$ cat src/npc_pkg.sv
/*
 * Constants for the program-memory and erasable-memory control block:
 * register offsets, field positions, reset values, address windows and
 * the post-reset write window. Assumes a byte-wide register port with a
 * 6-bit offset into the 64-byte register block.
 */
package npc_pkg;

    // Register offsets inside the register block.
    localparam logic [5:0] OFF_BLOCK_PROTECT  = 6'h35;
    localparam logic [5:0] OFF_ONETIME_CTRL   = 6'h36;
    localparam logic [5:0] OFF_ERASABLE_CTRL  = 6'h3B;
    localparam logic [5:0] OFF_CONFIG         = 6'h3F;

    // One-time array control fields.
    localparam int OT_MBE    = 7;
    localparam int OT_LAT    = 5;
    localparam int OT_EXTRA_COLUMN_SELECT  = 4;
    localparam int OT_EXTRA_ROW_SELECT  = 3;
    localparam int OT_ST_HI  = 2;
    localparam int OT_ST_LO  = 1;
    localparam int OT_PGM    = 0;

    // Erasable array control fields.
    localparam int EE_ODD    = 7;
    localparam int EE_EVEN   = 6;
    localparam int EE_BYTE   = 4;
    localparam int EE_ROW    = 3;
    localparam int EE_ERASE  = 2;
    localparam int EE_LAT    = 1;
    localparam int EE_PGM    = 0;

    // Block protect fields.
    localparam int BP_CFG    = 4;
    localparam int BP_WIDTH  = 5;

    // Configuration fields.
    localparam int CF_NOSEC  = 3;
    localparam int CF_NOCOP  = 2;
    localparam int CF_PROGRAM_ARRAY_MAP_ENABLE  = 1;
    localparam int CF_ERASABLE_ARRAY_MAP_ENABLE   = 0;

    // Reset values.
    localparam logic [7:0] RST_ONETIME_CTRL  = 8'h00;
    localparam logic [7:0] RST_ERASABLE_CTRL = 8'h00;
    localparam logic [4:0] RST_BLOCK_PROTECT = 5'h1F;

    // Address windows of the arrays.
    localparam logic [15:0] ROM_LO_BASE  = 16'h9000;
    localparam logic [15:0] ROM_LO_LAST  = 16'hAFFF;
    localparam logic [15:0] ROM_HI_BASE  = 16'hD000;
    localparam logic [15:0] ROM_HI_LAST  = 16'hFFFF;
    localparam logic [15:0] EE_BASE      = 16'hB600;
    localparam logic [15:0] EE_LAST      = 16'hB7FF;

    // Protect region boundaries as offsets into the erasable array.
    localparam logic [8:0] BP_R1_START = 9'h020;
    localparam logic [8:0] BP_R2_START = 9'h060;
    localparam logic [8:0] BP_R3_START = 9'h0E0;

    // Cycles after reset during which protect bits may be cleared.
    localparam int PROTECT_WINDOW_CYCLES = 64;

    // Operating modes as latched at reset.
    typedef enum logic [1:0] {
        NPC_MODE_BOOT,
        NPC_MODE_TEST,
        NPC_MODE_SINGLE,
        NPC_MODE_EXPANDED
    } npc_mode_e;

    // Erase extent codes driven to the array.
    localparam logic [1:0] ERASE_BULK = 2'h0;
    localparam logic [1:0] ERASE_ROW  = 2'h1;
    localparam logic [1:0] ERASE_BYTE = 2'h2;

endpackage

$ cat src/npc_ctrl.sv
/*
 * Program and erase control for the 20 Kbyte one-time program array and
 * the 512-byte erasable array: map decode, latch and voltage sequencing,
 * test access, erase extent and block protection.
 * Assumes mode, configuration cells and the CPU access signals come from
 * logic on clk; only the programming-supply detector comes from a pin.
 */
// The plain strobed port and the address map were decided locally.
`timescale 1ns/10ps
`default_nettype none

module npc_ctrl #(
    parameter int PROTECT_WINDOW = npc_pkg::PROTECT_WINDOW_CYCLES
) (
    input  wire logic        clk,               // 200 MHz clock.
    input  wire logic        rst_b,             // Asynchronous reset, low.
    input  wire logic [5:0]  reg_addr,          // Register offset.
    input  wire logic [7:0]  reg_wdata,         // Register write data.
    input  wire logic        reg_wr,            // Register write strobe.
    input  wire logic        reg_rd,            // Register read strobe.
    output logic      [7:0]  reg_rdata,         // Read data, next cycle.
    input  wire logic [1:0]  mode_sel,          // Mode latched at reset.
    input  wire logic        special_mode_flag, // Special modes active.
    input  wire logic [3:0]  config_cells,      // Stored configuration.
    input  wire logic        vpp_detect,        // Supply detector pin.
    input  wire logic [15:0] cpu_addr,          // CPU address.
    input  wire logic [7:0]  cpu_wdata,         // CPU write data.
    input  wire logic        cpu_wr,            // CPU write strobe.
    input  wire logic        cpu_rd,            // CPU read strobe.
    output logic             rom_read_sel,      // Program array read.
    output logic             ee_read_sel,       // Erasable array read.
    output logic      [13:0] rom_cell_addr,     // Array cell address.
    output logic             rom_user_off,      // User array disabled.
    output logic             rom_extra_col,     // Extra columns.
    output logic             rom_extra_row,     // Extra rows.
    output logic      [1:0]  rom_stress,        // Stress test code.
    output logic      [15:0] rom_prog_addr,     // Latched program address.
    output logic      [7:0]  rom_prog_data,     // Latched program data.
    output logic             rom_b5_ignore,     // Bit 5 is don't care.
    output logic             rom_vpp_on,        // Program array voltage.
    output logic      [8:0]  ee_prog_addr,      // Latched erasable offset.
    output logic      [7:0]  ee_prog_data,      // Latched erasable data.
    output logic             ee_cfg_target,     // Target is config byte.
    output logic             ee_erase_mode,     // Erase selected.
    output logic      [1:0]  ee_erase_size,     // Erase extent code.
    output logic             ee_half_odd,       // Odd-row test program.
    output logic             ee_half_even,      // Even-row test program.
    output logic             ee_vpp_on,         // Erasable array voltage.
    output logic             program_array_map_enable,  // Config latch, forced high in single-chip mode.
    output logic             erasable_array_map_enable, // Config latch.
    output logic             cfg_nocop,         // Config latch.
    output logic             cfg_nosec          // Config latch.
);

    localparam int CNT_W = $clog2(PROTECT_WINDOW + 1);

    // Refuse window lengths the counter cannot serve.
    if (PROTECT_WINDOW < 1 || PROTECT_WINDOW > 4096) begin : g_chk
        $error("PROTECT_WINDOW out of range");
    end

    typedef struct packed {
        logic             loaded;
        logic [CNT_W-1:0] win_cnt;
        logic             vpp_s1;
        logic             vpp_s2;
        logic             multi_byte_program_enable;
        logic             onetime_array_latch;
        logic             extra_column_select;
        logic             extra_row_select;
        logic [1:0]       stress;
        logic             onetime_array_voltage_enable;
        logic             ee_odd;
        logic             ee_even;
        logic             ee_byte;
        logic             ee_row;
        logic             ee_erase;
        logic             ee_lat;
        logic             ee_pgm;
        logic [4:0]       block_protect_register;
        logic [3:0]       cfg;
        logic [15:0]      r_addr;
        logic [7:0]       r_data;
        logic [8:0]       e_addr;
        logic [7:0]       e_data;
        logic             e_cfg;
        logic [13:0]      cell_addr;
        logic [7:0]       rdata;
    } npc_state_s;

    npc_state_s s;
    npc_state_s next_s;
    logic       rst_m;
    logic       rst_sync_b;

    // Address within [lo, hi].
    function automatic logic in_win(input logic [15:0] a,
                                    input logic [15:0] lo,
                                    input logic [15:0] hi);
        in_win = (a >= lo) && (a <= hi);
    endfunction

    // Protect bit guarding an erasable-array offset.
    function automatic logic region_guard(input logic [8:0] off,
                                          input logic [4:0] bp);
        if (off < npc_pkg::BP_R1_START) begin
            region_guard = bp[0];
        end else if (off < npc_pkg::BP_R2_START) begin
            region_guard = bp[1];
        end else if (off < npc_pkg::BP_R3_START) begin
            region_guard = bp[2];
        end else begin
            region_guard = bp[3];
        end
    endfunction

    // Reset release through two flip-flops.
    always_ff @(posedge clk or negedge rst_b) begin
        if (!rst_b) begin
            rst_m      <= 1'b0;
            rst_sync_b <= 1'b0;
        end else begin
            rst_m      <= 1'b1;
            rst_sync_b <= rst_m;
        end
    end

    logic       rom_hit;
    logic       ee_hit;
    logic       map_rom;
    logic       single;
    logic       spec;
    logic       ee_guarded;
    logic [8:0] ee_off;

    // Array decode shared by the state update and the select outputs.
    always_comb begin
        single  = (mode_sel == npc_pkg::NPC_MODE_SINGLE);
        spec    = special_mode_flag;
        map_rom = s.cfg[npc_pkg::CF_PROGRAM_ARRAY_MAP_ENABLE] | single;
        rom_hit = map_rom &&
                  (in_win(cpu_addr, npc_pkg::ROM_LO_BASE,
                          npc_pkg::ROM_LO_LAST) ||
                   in_win(cpu_addr, npc_pkg::ROM_HI_BASE,
                          npc_pkg::ROM_HI_LAST));
        ee_hit  = s.cfg[npc_pkg::CF_ERASABLE_ARRAY_MAP_ENABLE] && !s.ee_lat &&
                  in_win(cpu_addr, npc_pkg::EE_BASE,
                         npc_pkg::EE_LAST);
        ee_off  = cpu_addr[8:0] - npc_pkg::EE_BASE[8:0];
        if (s.e_cfg) begin
            ee_guarded = s.block_protect_register[npc_pkg::BP_CFG];
        end else if (s.ee_erase && !s.ee_byte && !s.ee_row) begin
            ee_guarded = |s.block_protect_register[3:0];
        end else begin
            ee_guarded = region_guard(s.e_addr, s.block_protect_register);
        end
    end

    // Next-state logic for every register of the block.
    always_comb begin
        next_s        = s;
        next_s.vpp_s1 = vpp_detect;
        next_s.vpp_s2 = s.vpp_s1;
        next_s.rdata  = 8'h00;
        if (s.win_cnt != CNT_W'(PROTECT_WINDOW)) begin
            next_s.win_cnt = s.win_cnt + CNT_W'(1);
        end
        if (!s.loaded) begin
            next_s.loaded = 1'b1;
            next_s.cfg    = config_cells;
            next_s.cfg[npc_pkg::CF_PROGRAM_ARRAY_MAP_ENABLE] =
                (mode_sel != npc_pkg::NPC_MODE_EXPANDED);
        end

        // Register writes.
        if (reg_wr) begin
            unique case (reg_addr)
                npc_pkg::OFF_ONETIME_CTRL: begin
                    if (spec) begin
                        next_s.multi_byte_program_enable    = reg_wdata[npc_pkg::OT_MBE];
                        next_s.extra_column_select  = reg_wdata[npc_pkg::OT_EXTRA_COLUMN_SELECT];
                        next_s.extra_row_select  = reg_wdata[npc_pkg::OT_EXTRA_ROW_SELECT];
                        next_s.stress = {reg_wdata[npc_pkg::OT_ST_HI],
                                         reg_wdata[npc_pkg::OT_ST_LO]};
                    end
                    if (!s.onetime_array_voltage_enable) begin
                        next_s.onetime_array_latch = reg_wdata[npc_pkg::OT_LAT] &&
                                      (s.onetime_array_latch || s.vpp_s2);
                    end
                    if (s.onetime_array_latch) begin
                        next_s.onetime_array_voltage_enable = reg_wdata[npc_pkg::OT_PGM];
                    end
                end
                npc_pkg::OFF_ERASABLE_CTRL: begin
                    if (spec) begin
                        next_s.ee_odd  = reg_wdata[npc_pkg::EE_ODD];
                        next_s.ee_even = reg_wdata[npc_pkg::EE_EVEN];
                    end
                    next_s.ee_byte  = reg_wdata[npc_pkg::EE_BYTE];
                    next_s.ee_row   = reg_wdata[npc_pkg::EE_ROW];
                    next_s.ee_erase = reg_wdata[npc_pkg::EE_ERASE];
                    next_s.ee_lat   = reg_wdata[npc_pkg::EE_LAT];
                    next_s.ee_pgm   = reg_wdata[npc_pkg::EE_PGM];
                end
                npc_pkg::OFF_BLOCK_PROTECT: begin
                    for (int i = 0; i < npc_pkg::BP_WIDTH; i++) begin
                        if (reg_wdata[i]) begin
                            next_s.block_protect_register[i] = 1'b1;
                        end else if (spec ||
                                     s.win_cnt < CNT_W'(PROTECT_WINDOW)) begin
                            next_s.block_protect_register[i] = 1'b0;
                        end
                    end
                end
                npc_pkg::OFF_CONFIG: begin
                    if (spec) begin
                        next_s.cfg = reg_wdata[3:0];
                    end
                    if (s.ee_lat) begin
                        next_s.e_cfg  = 1'b1;
                        next_s.e_data = reg_wdata;
                    end
                end
                default: begin
                end
            endcase
        end

        // Register reads answer in the following cycle.
        if (reg_rd) begin
            unique case (reg_addr)
                npc_pkg::OFF_ONETIME_CTRL: begin
                    next_s.rdata = {s.multi_byte_program_enable & spec, 1'b0, s.onetime_array_latch,
                                    s.extra_column_select & spec, s.extra_row_select & spec,
                                    s.stress & {2{spec}}, s.onetime_array_voltage_enable};
                end
                npc_pkg::OFF_ERASABLE_CTRL: begin
                    next_s.rdata = {s.ee_odd, s.ee_even, 1'b0, s.ee_byte,
                                    s.ee_row, s.ee_erase, s.ee_lat,
                                    s.ee_pgm};
                end
                npc_pkg::OFF_BLOCK_PROTECT: begin
                    next_s.rdata = {3'h0, s.block_protect_register};
                end
                npc_pkg::OFF_CONFIG: begin
                    next_s.rdata = {4'h0, s.cfg};
                end
                default: begin
                    next_s.rdata = 8'h00;
                end
            endcase
        end

        // Program-array writes latch address and data while latched.
        if (cpu_wr && s.onetime_array_latch && rom_hit) begin
            next_s.r_addr = cpu_addr;
            next_s.r_data = cpu_wdata;
        end

        // Erasable-array writes latch the target while latched.
        if (cpu_wr && s.ee_lat && s.cfg[npc_pkg::CF_ERASABLE_ARRAY_MAP_ENABLE] &&
            in_win(cpu_addr, npc_pkg::EE_BASE, npc_pkg::EE_LAST)) begin
            next_s.e_addr = ee_off;
            next_s.e_data = cpu_wdata;
            next_s.e_cfg  = 1'b0;
        end

        // Cell address seen by the array for each access.
        if ((cpu_rd || cpu_wr) && rom_hit) begin
            if (s.extra_column_select) begin
                next_s.cell_addr = {cpu_addr[13:5], 5'h00};
            end else if (s.extra_row_select) begin
                next_s.cell_addr = {6'h00, cpu_addr[7:0]};
            end else begin
                next_s.cell_addr = cpu_addr[13:0];
            end
        end
    end

    // State register.
    always_ff @(posedge clk or negedge rst_sync_b) begin
        if (!rst_sync_b) begin
            s          <= '0;
            s.block_protect_register    <= npc_pkg::RST_BLOCK_PROTECT;
            s.cfg      <= 4'hF;
        end else begin
            s <= next_s;
        end
    end

    // Read selects and array strobes.
    assign rom_read_sel  = cpu_rd && rom_hit && !s.onetime_array_latch;
    assign ee_read_sel   = cpu_rd && ee_hit;
    assign rom_user_off  = s.extra_column_select | s.extra_row_select;
    assign rom_extra_col = s.extra_column_select;
    assign rom_extra_row = s.extra_row_select;
    assign rom_stress    = s.stress;
    assign rom_cell_addr = s.cell_addr;
    assign rom_prog_addr = s.r_addr;
    assign rom_prog_data = s.r_data;
    assign rom_b5_ignore = s.multi_byte_program_enable;
    assign rom_vpp_on    = s.onetime_array_voltage_enable && s.onetime_array_latch;
    assign reg_rdata     = s.rdata;

    // Erasable array programming controls.
    assign ee_prog_addr  = s.e_addr;
    assign ee_prog_data  = s.e_data;
    assign ee_cfg_target = s.e_cfg;
    assign ee_erase_mode = s.ee_erase;
    assign ee_erase_size = s.ee_byte ? npc_pkg::ERASE_BYTE :
                           s.ee_row  ? npc_pkg::ERASE_ROW  :
                                       npc_pkg::ERASE_BULK;
    assign ee_half_odd   = s.ee_odd;
    assign ee_half_even  = s.ee_even;
    assign ee_vpp_on     = s.ee_pgm && s.ee_lat && !ee_guarded;

    // Working configuration latches.
    assign program_array_map_enable  = map_rom;
    assign erasable_array_map_enable = s.cfg[npc_pkg::CF_ERASABLE_ARRAY_MAP_ENABLE];
    assign cfg_nocop                 = s.cfg[npc_pkg::CF_NOCOP];
    assign cfg_nosec                 = s.cfg[npc_pkg::CF_NOSEC];

endmodule

`default_nettype wire

$ cat config.mk
export PLATFORM = sky130hd
export DESIGN_NAME = npc_ctrl
export DESIGN_NICKNAME = d
export VERILOG_FILES = /design/src/npc_pkg.sv /design/src/npc_ctrl.sv
export SDC_FILE = /design/constraint.sdc
export NUM_CORES = 1
export LEC_CHECK = 0
export CAP_MARGIN = 25
export CORE_ASPECT_RATIO = 0.75
export CORE_MARGIN = 2
export CORE_UTILIZATION = 65
export DETAILED_ROUTE_END_ITERATION = 16
export DONT_BUFFER_PORTS = 1
export GPL_TIMING_DRIVEN = 1
export PLACE_DENSITY = 0.88
export SLEW_MARGIN = 20
export SYNTH_ARGS = -nofsm -noshare
export SYNTH_HDL_FRONTEND = slang
export SYNTH_SLANG_ARGS = --single-unit
$ cat constraint.sdc
create_clock -name clk -period 5.8 [get_ports clk]
set_clock_uncertainty 0.1 [all_clocks]
set_input_delay 1.16 -clock clk [delete_from_list [all_inputs] [get_ports clk]]
set_output_delay 1.16 -clock clk [all_outputs]
set_load 0.03 [all_outputs]
==> parameters.txt <==
Parameter                              Value

Drt
  Antenna viol nets, final ... 0
  Via count ... roughly 2700
  Final WL ... around 9.4 mm
  Detailed-route wire length per cell ... around 21 um
  Via count normalized by instance count ... 6.04
  Residual DRC ... 0
  First-pass DRT Iterations ... 4
  Number of design-rule violations left by the first detailed-router iteration ... 98

Setup path
  Delay of the slowest critical-path stage ... around 0.82 ns
  Critical path peak fanout ... 3
  Cell chain of the critical path ... nand4_1, nor3b_1, nand3b_1, nor3b_1
  Crit path required time ... 4.54 ns
  Critical Path Source Type ... primary input
  Number of cells on the worst reg-to-reg path ... 3
  Critical path depth ... 4
  Endpoint type of the worst setup path ... primary output
  Bufs and invs on worst path ... 0
  Setup Crit Path Kind ... primary input to primary output
  Family with the most delay on the worst path ... simple AND/OR/NAND/NOR gates
  Crit-path slowest cell ... sky130_fd_sc_hd__nor3b_1
  Data arrival, critical path ... between 2 and 2.5 ns
  Cell type with the highest occurrence count on the critical path ... sky130_fd_sc_hd__nor3b_1

Global routing
  Overflow left after global routing ... 0
  Wire length of the first global-routing pass ... around 15 mm
  Number of global-route vias before repair ... between 2000 and 3000
  Tot GR Track Use ... 0.239
  Maximum number of pins on one net before global-route repair ... 78
  Number of antenna violations at the first check in global routing ... 0

CTS
  Hold-fix buffers, CTS ... 0
  CTS tree ... done
  Number of buffers between clock root and the deepest sink ... 2
  Post-CTS setup buffers ... 0
  Total CTS buffers ... 9
  Root Driver ... sky130_fd_sc_hd__clkbuf_8
  Clock slew at the register clock pins of the worst setup and hold paths ... approximately 0.090 ns
  H-tree depth ... 3
  Clock sinks ... 99
  Number of resized instances in the post-cts repair step ... 0
  Clock network latency to the later pin of the worst-skew pair ... 0.35 ns

Run status
  Result of the run ... complete, no violations

Logic synthesis
  Number of standard cells after synthesis ... 404
  Flip-flop and latch count after synthesis ... slightly below 100
  Proportion of synthesized flip-flops having asynchronous set or reset ... 1.00
  Sequential cell area fraction in the yosys report ... 0.522
  Synthesized area per cell ... 11.8 um^2
  Cell Area, Synth ... approximately 4800 um^2
  EDFF count, synth ... 0
  Yosys warning total ... 0
  Unique cell type count in the Yosys netlist ... between 40 and 50
  Top FF cell, synth ... sky130_fd_sc_hd__dfrtp_1

Cells and area
  Ratio of cells with drive above 1 in the final layout ... 0.270
  Fill cells ... ~570
  Area Growth Syn to Fin ... -3.15%
  Count of inserted antenna diode cells ... 0
  Number of nets at the end of the flow ... approximately 400

Die
  Die area ... between 8000 and 9000 um^2
  Die Span Y ... between 70 and 80 um
  Rows ... 27
  Number of top-level pins ... about 140
  Floorplan die width ... around 100 um
  Core area ... ~7200 um^2
  Initial core utilization ... 0.659

Placement
  Placed wire-length estimate ... 6.80 mm
  Port buffer count ... 0
  Routability Congestion ... 0.834

STA
  Max frequency ... approximately 270 MHz
  Final count of negative-setup-slack endpoints ... 0
  Final worst path period need ... around 3.7 ns
  Count of final max-slew check failures ... 0
  Slew at the pin closest to its max-slew limit ... between 0.9 and 1 ns
  Worst relative slew slack ... 0.341
  Total negative setup slack ... 0 ns
  Final Hold Viols ... 0
  Minimum hold slack ... 0.103 ns
  Unrepaired setup endpoints after global routing ... no
  Final worst-path cycle share ... 0.638

Run
  # Max-Cap Violations ... 0

Power
  Worst IR drop on VDD ... 180 uV
  Power density relative to cell area ... 360 nW/um^2
  Leakage power summed over all cells ... 0.00207 uW

Min path
  Path class of the lowest-slack min-delay path ... flop to async pin
through the flow:
step           setup slack [ns]  instance area, um^2  utilization  power (uW)  cells
3_3_place_gp               2.18                 4370        0.605        1180    431
5_1_grt                    2.01                 4620        0.639        1730    449
3_5_place_dp               2.14                 4390        0.607        1190    432
4_1_cts                    2.12                 4610        0.638        1670    448
6_report                   2.10                 4620        0.639        1660    449
2_1_floorplan              2.07                 4770            -        1250    405
worst reg2reg max path, cell delays in order (launching register included):
cell	delay, ns
sky130_fd_sc_hd__dfstp_2	0.69
sky130_fd_sc_hd__nand4b_1	0.13
sky130_fd_sc_hd__or4_4	0.62
sky130_fd_sc_hd__mux2_4	0.36
final timing paths:
kind / start / endpoint / slack [ns]
worst max register to register: erasable_array_map_enable$_DFF_PN1_ / ee_prog_addr[6]$_DFFE_PN0P_ / 3.78
worst min-delay path: rst_sync_b$_DFF_PN0_ / ee_prog_data[3]$_DFFE_PN0P_ / 0.10
min in group clk: next_s[87]$_DFF_PN0_ / s[87]$_DFF_PN0_ / 0.26
worst min register to register: rst_sync_b$_DFF_PN0_ / ee_prog_data[3]$_DFFE_PN0P_ / 0.10
max in group asynchronous: rst_sync_b$_DFF_PN0_ / rom_cell_addr[11]$_DFFE_PN0P_ / 4.27
worst max-delay path: cpu_addr[15] / ee_read_sel / 2.10
where the power goes:
group          internal [uW]  total [uW]  switching [uW]
sequential               786        1030             247
clock                    255         482             227
combinational           81.5         146            64.3
total                   1120        1660             538
state kept, by name (all words and copies together) (netlist names), 2 cells and up:
signal         flops
ee_prog_addr       9
s                 21
reg_rdata          8
rom_prog_data      8
rom_cell_addr     14
ee_prog_data       8
rom_stress         2
rom_prog_addr     16
synthesized netlist by cell type, drive strengths merged, types with 8 or more instances:
cell type | count | area [um^2]
nor2 | 13 | 48.8
nor3 | 8 | 50.1
inv | 14 | 52.6
a21oi | 17 | 85.1
dfrtp | 90 | 2250
dfstp | 9 | 236
buf | 75 | 557
nand2 | 17 | 63.8
mux2i | 19 | 190
mux2 | 56 | 642
nand3 | 15 | 75.1
metal layers:
layer,track usage,vias up,wire [um]
met5,0,-,0
met4,0.0408,0,60
met3,0.0828,6,842
met2,0.382,133,4540
met1,0.322,1364,3980
li1,-,1208,-
cell usage in the layout (no fill, tap or decap), types with 3 or more instances in the layout:
cell type	netlist	routed
sky130_fd_sc_hd__a21oi_1	17	17
sky130_fd_sc_hd__a22oi_1	4	4
sky130_fd_sc_hd__a32o_1	5	5
sky130_fd_sc_hd__and3_1	5	5
sky130_fd_sc_hd__buf_4	67	5
sky130_fd_sc_hd__clkbuf_8	0	10
sky130_fd_sc_hd__dfrtp_1	90	89
sky130_fd_sc_hd__dfstp_2	9	9
sky130_fd_sc_hd__inv_1	14	14
sky130_fd_sc_hd__mux2_2	53	53
sky130_fd_sc_hd__mux2_4	3	3
sky130_fd_sc_hd__mux2i_1	19	19
sky130_fd_sc_hd__nand2_1	17	17
sky130_fd_sc_hd__nand2b_1	4	4
sky130_fd_sc_hd__nand3_1	15	15
sky130_fd_sc_hd__nor2_1	13	13
sky130_fd_sc_hd__nor2b_1	6	6
sky130_fd_sc_hd__nor3_1	6	5
sky130_fd_sc_hd__nor3b_1	3	3
sky130_fd_sc_hd__o21ai_0	7	7
sky130_fd_sc_hd__xnor2_1	7	7
final cells by class:
| type | count | area, um^2 | share of cell area |
|---|---|---|---|
| Sequential cell | 99 | 2490 | 0.540 |
| Timing Repair Buffer | 6 | 52.6 | 0.0114 |
| Multi-Input combinational cell | 213 | 1670 | 0.362 |
| Tap cell | 101 | 126 | 0.0274 |
| Clock inverter | 6 | 86.3 | 0.0187 |
| Clock buffer | 10 | 138 | 0.0298 |
| Inverter | 14 | 52.6 | 0.0114 |
logic make-up (layout without fill, tap and decap cells):
family,after synthesis,after routing,synth area share
and+or+nand+nor,83,83,0.0932
xor gates and xnor gates,7,7,0.0129
DFF,99,99,0.522
adders and majority gates,2,2,0.00525
muxes,75,75,0.175
AOI/OAI and AO/OA,44,44,0.0604
buffers and inverters,93,36,0.131
other,1,2,0.000787
Note: power is estimated with default switching activity, not from simulation.
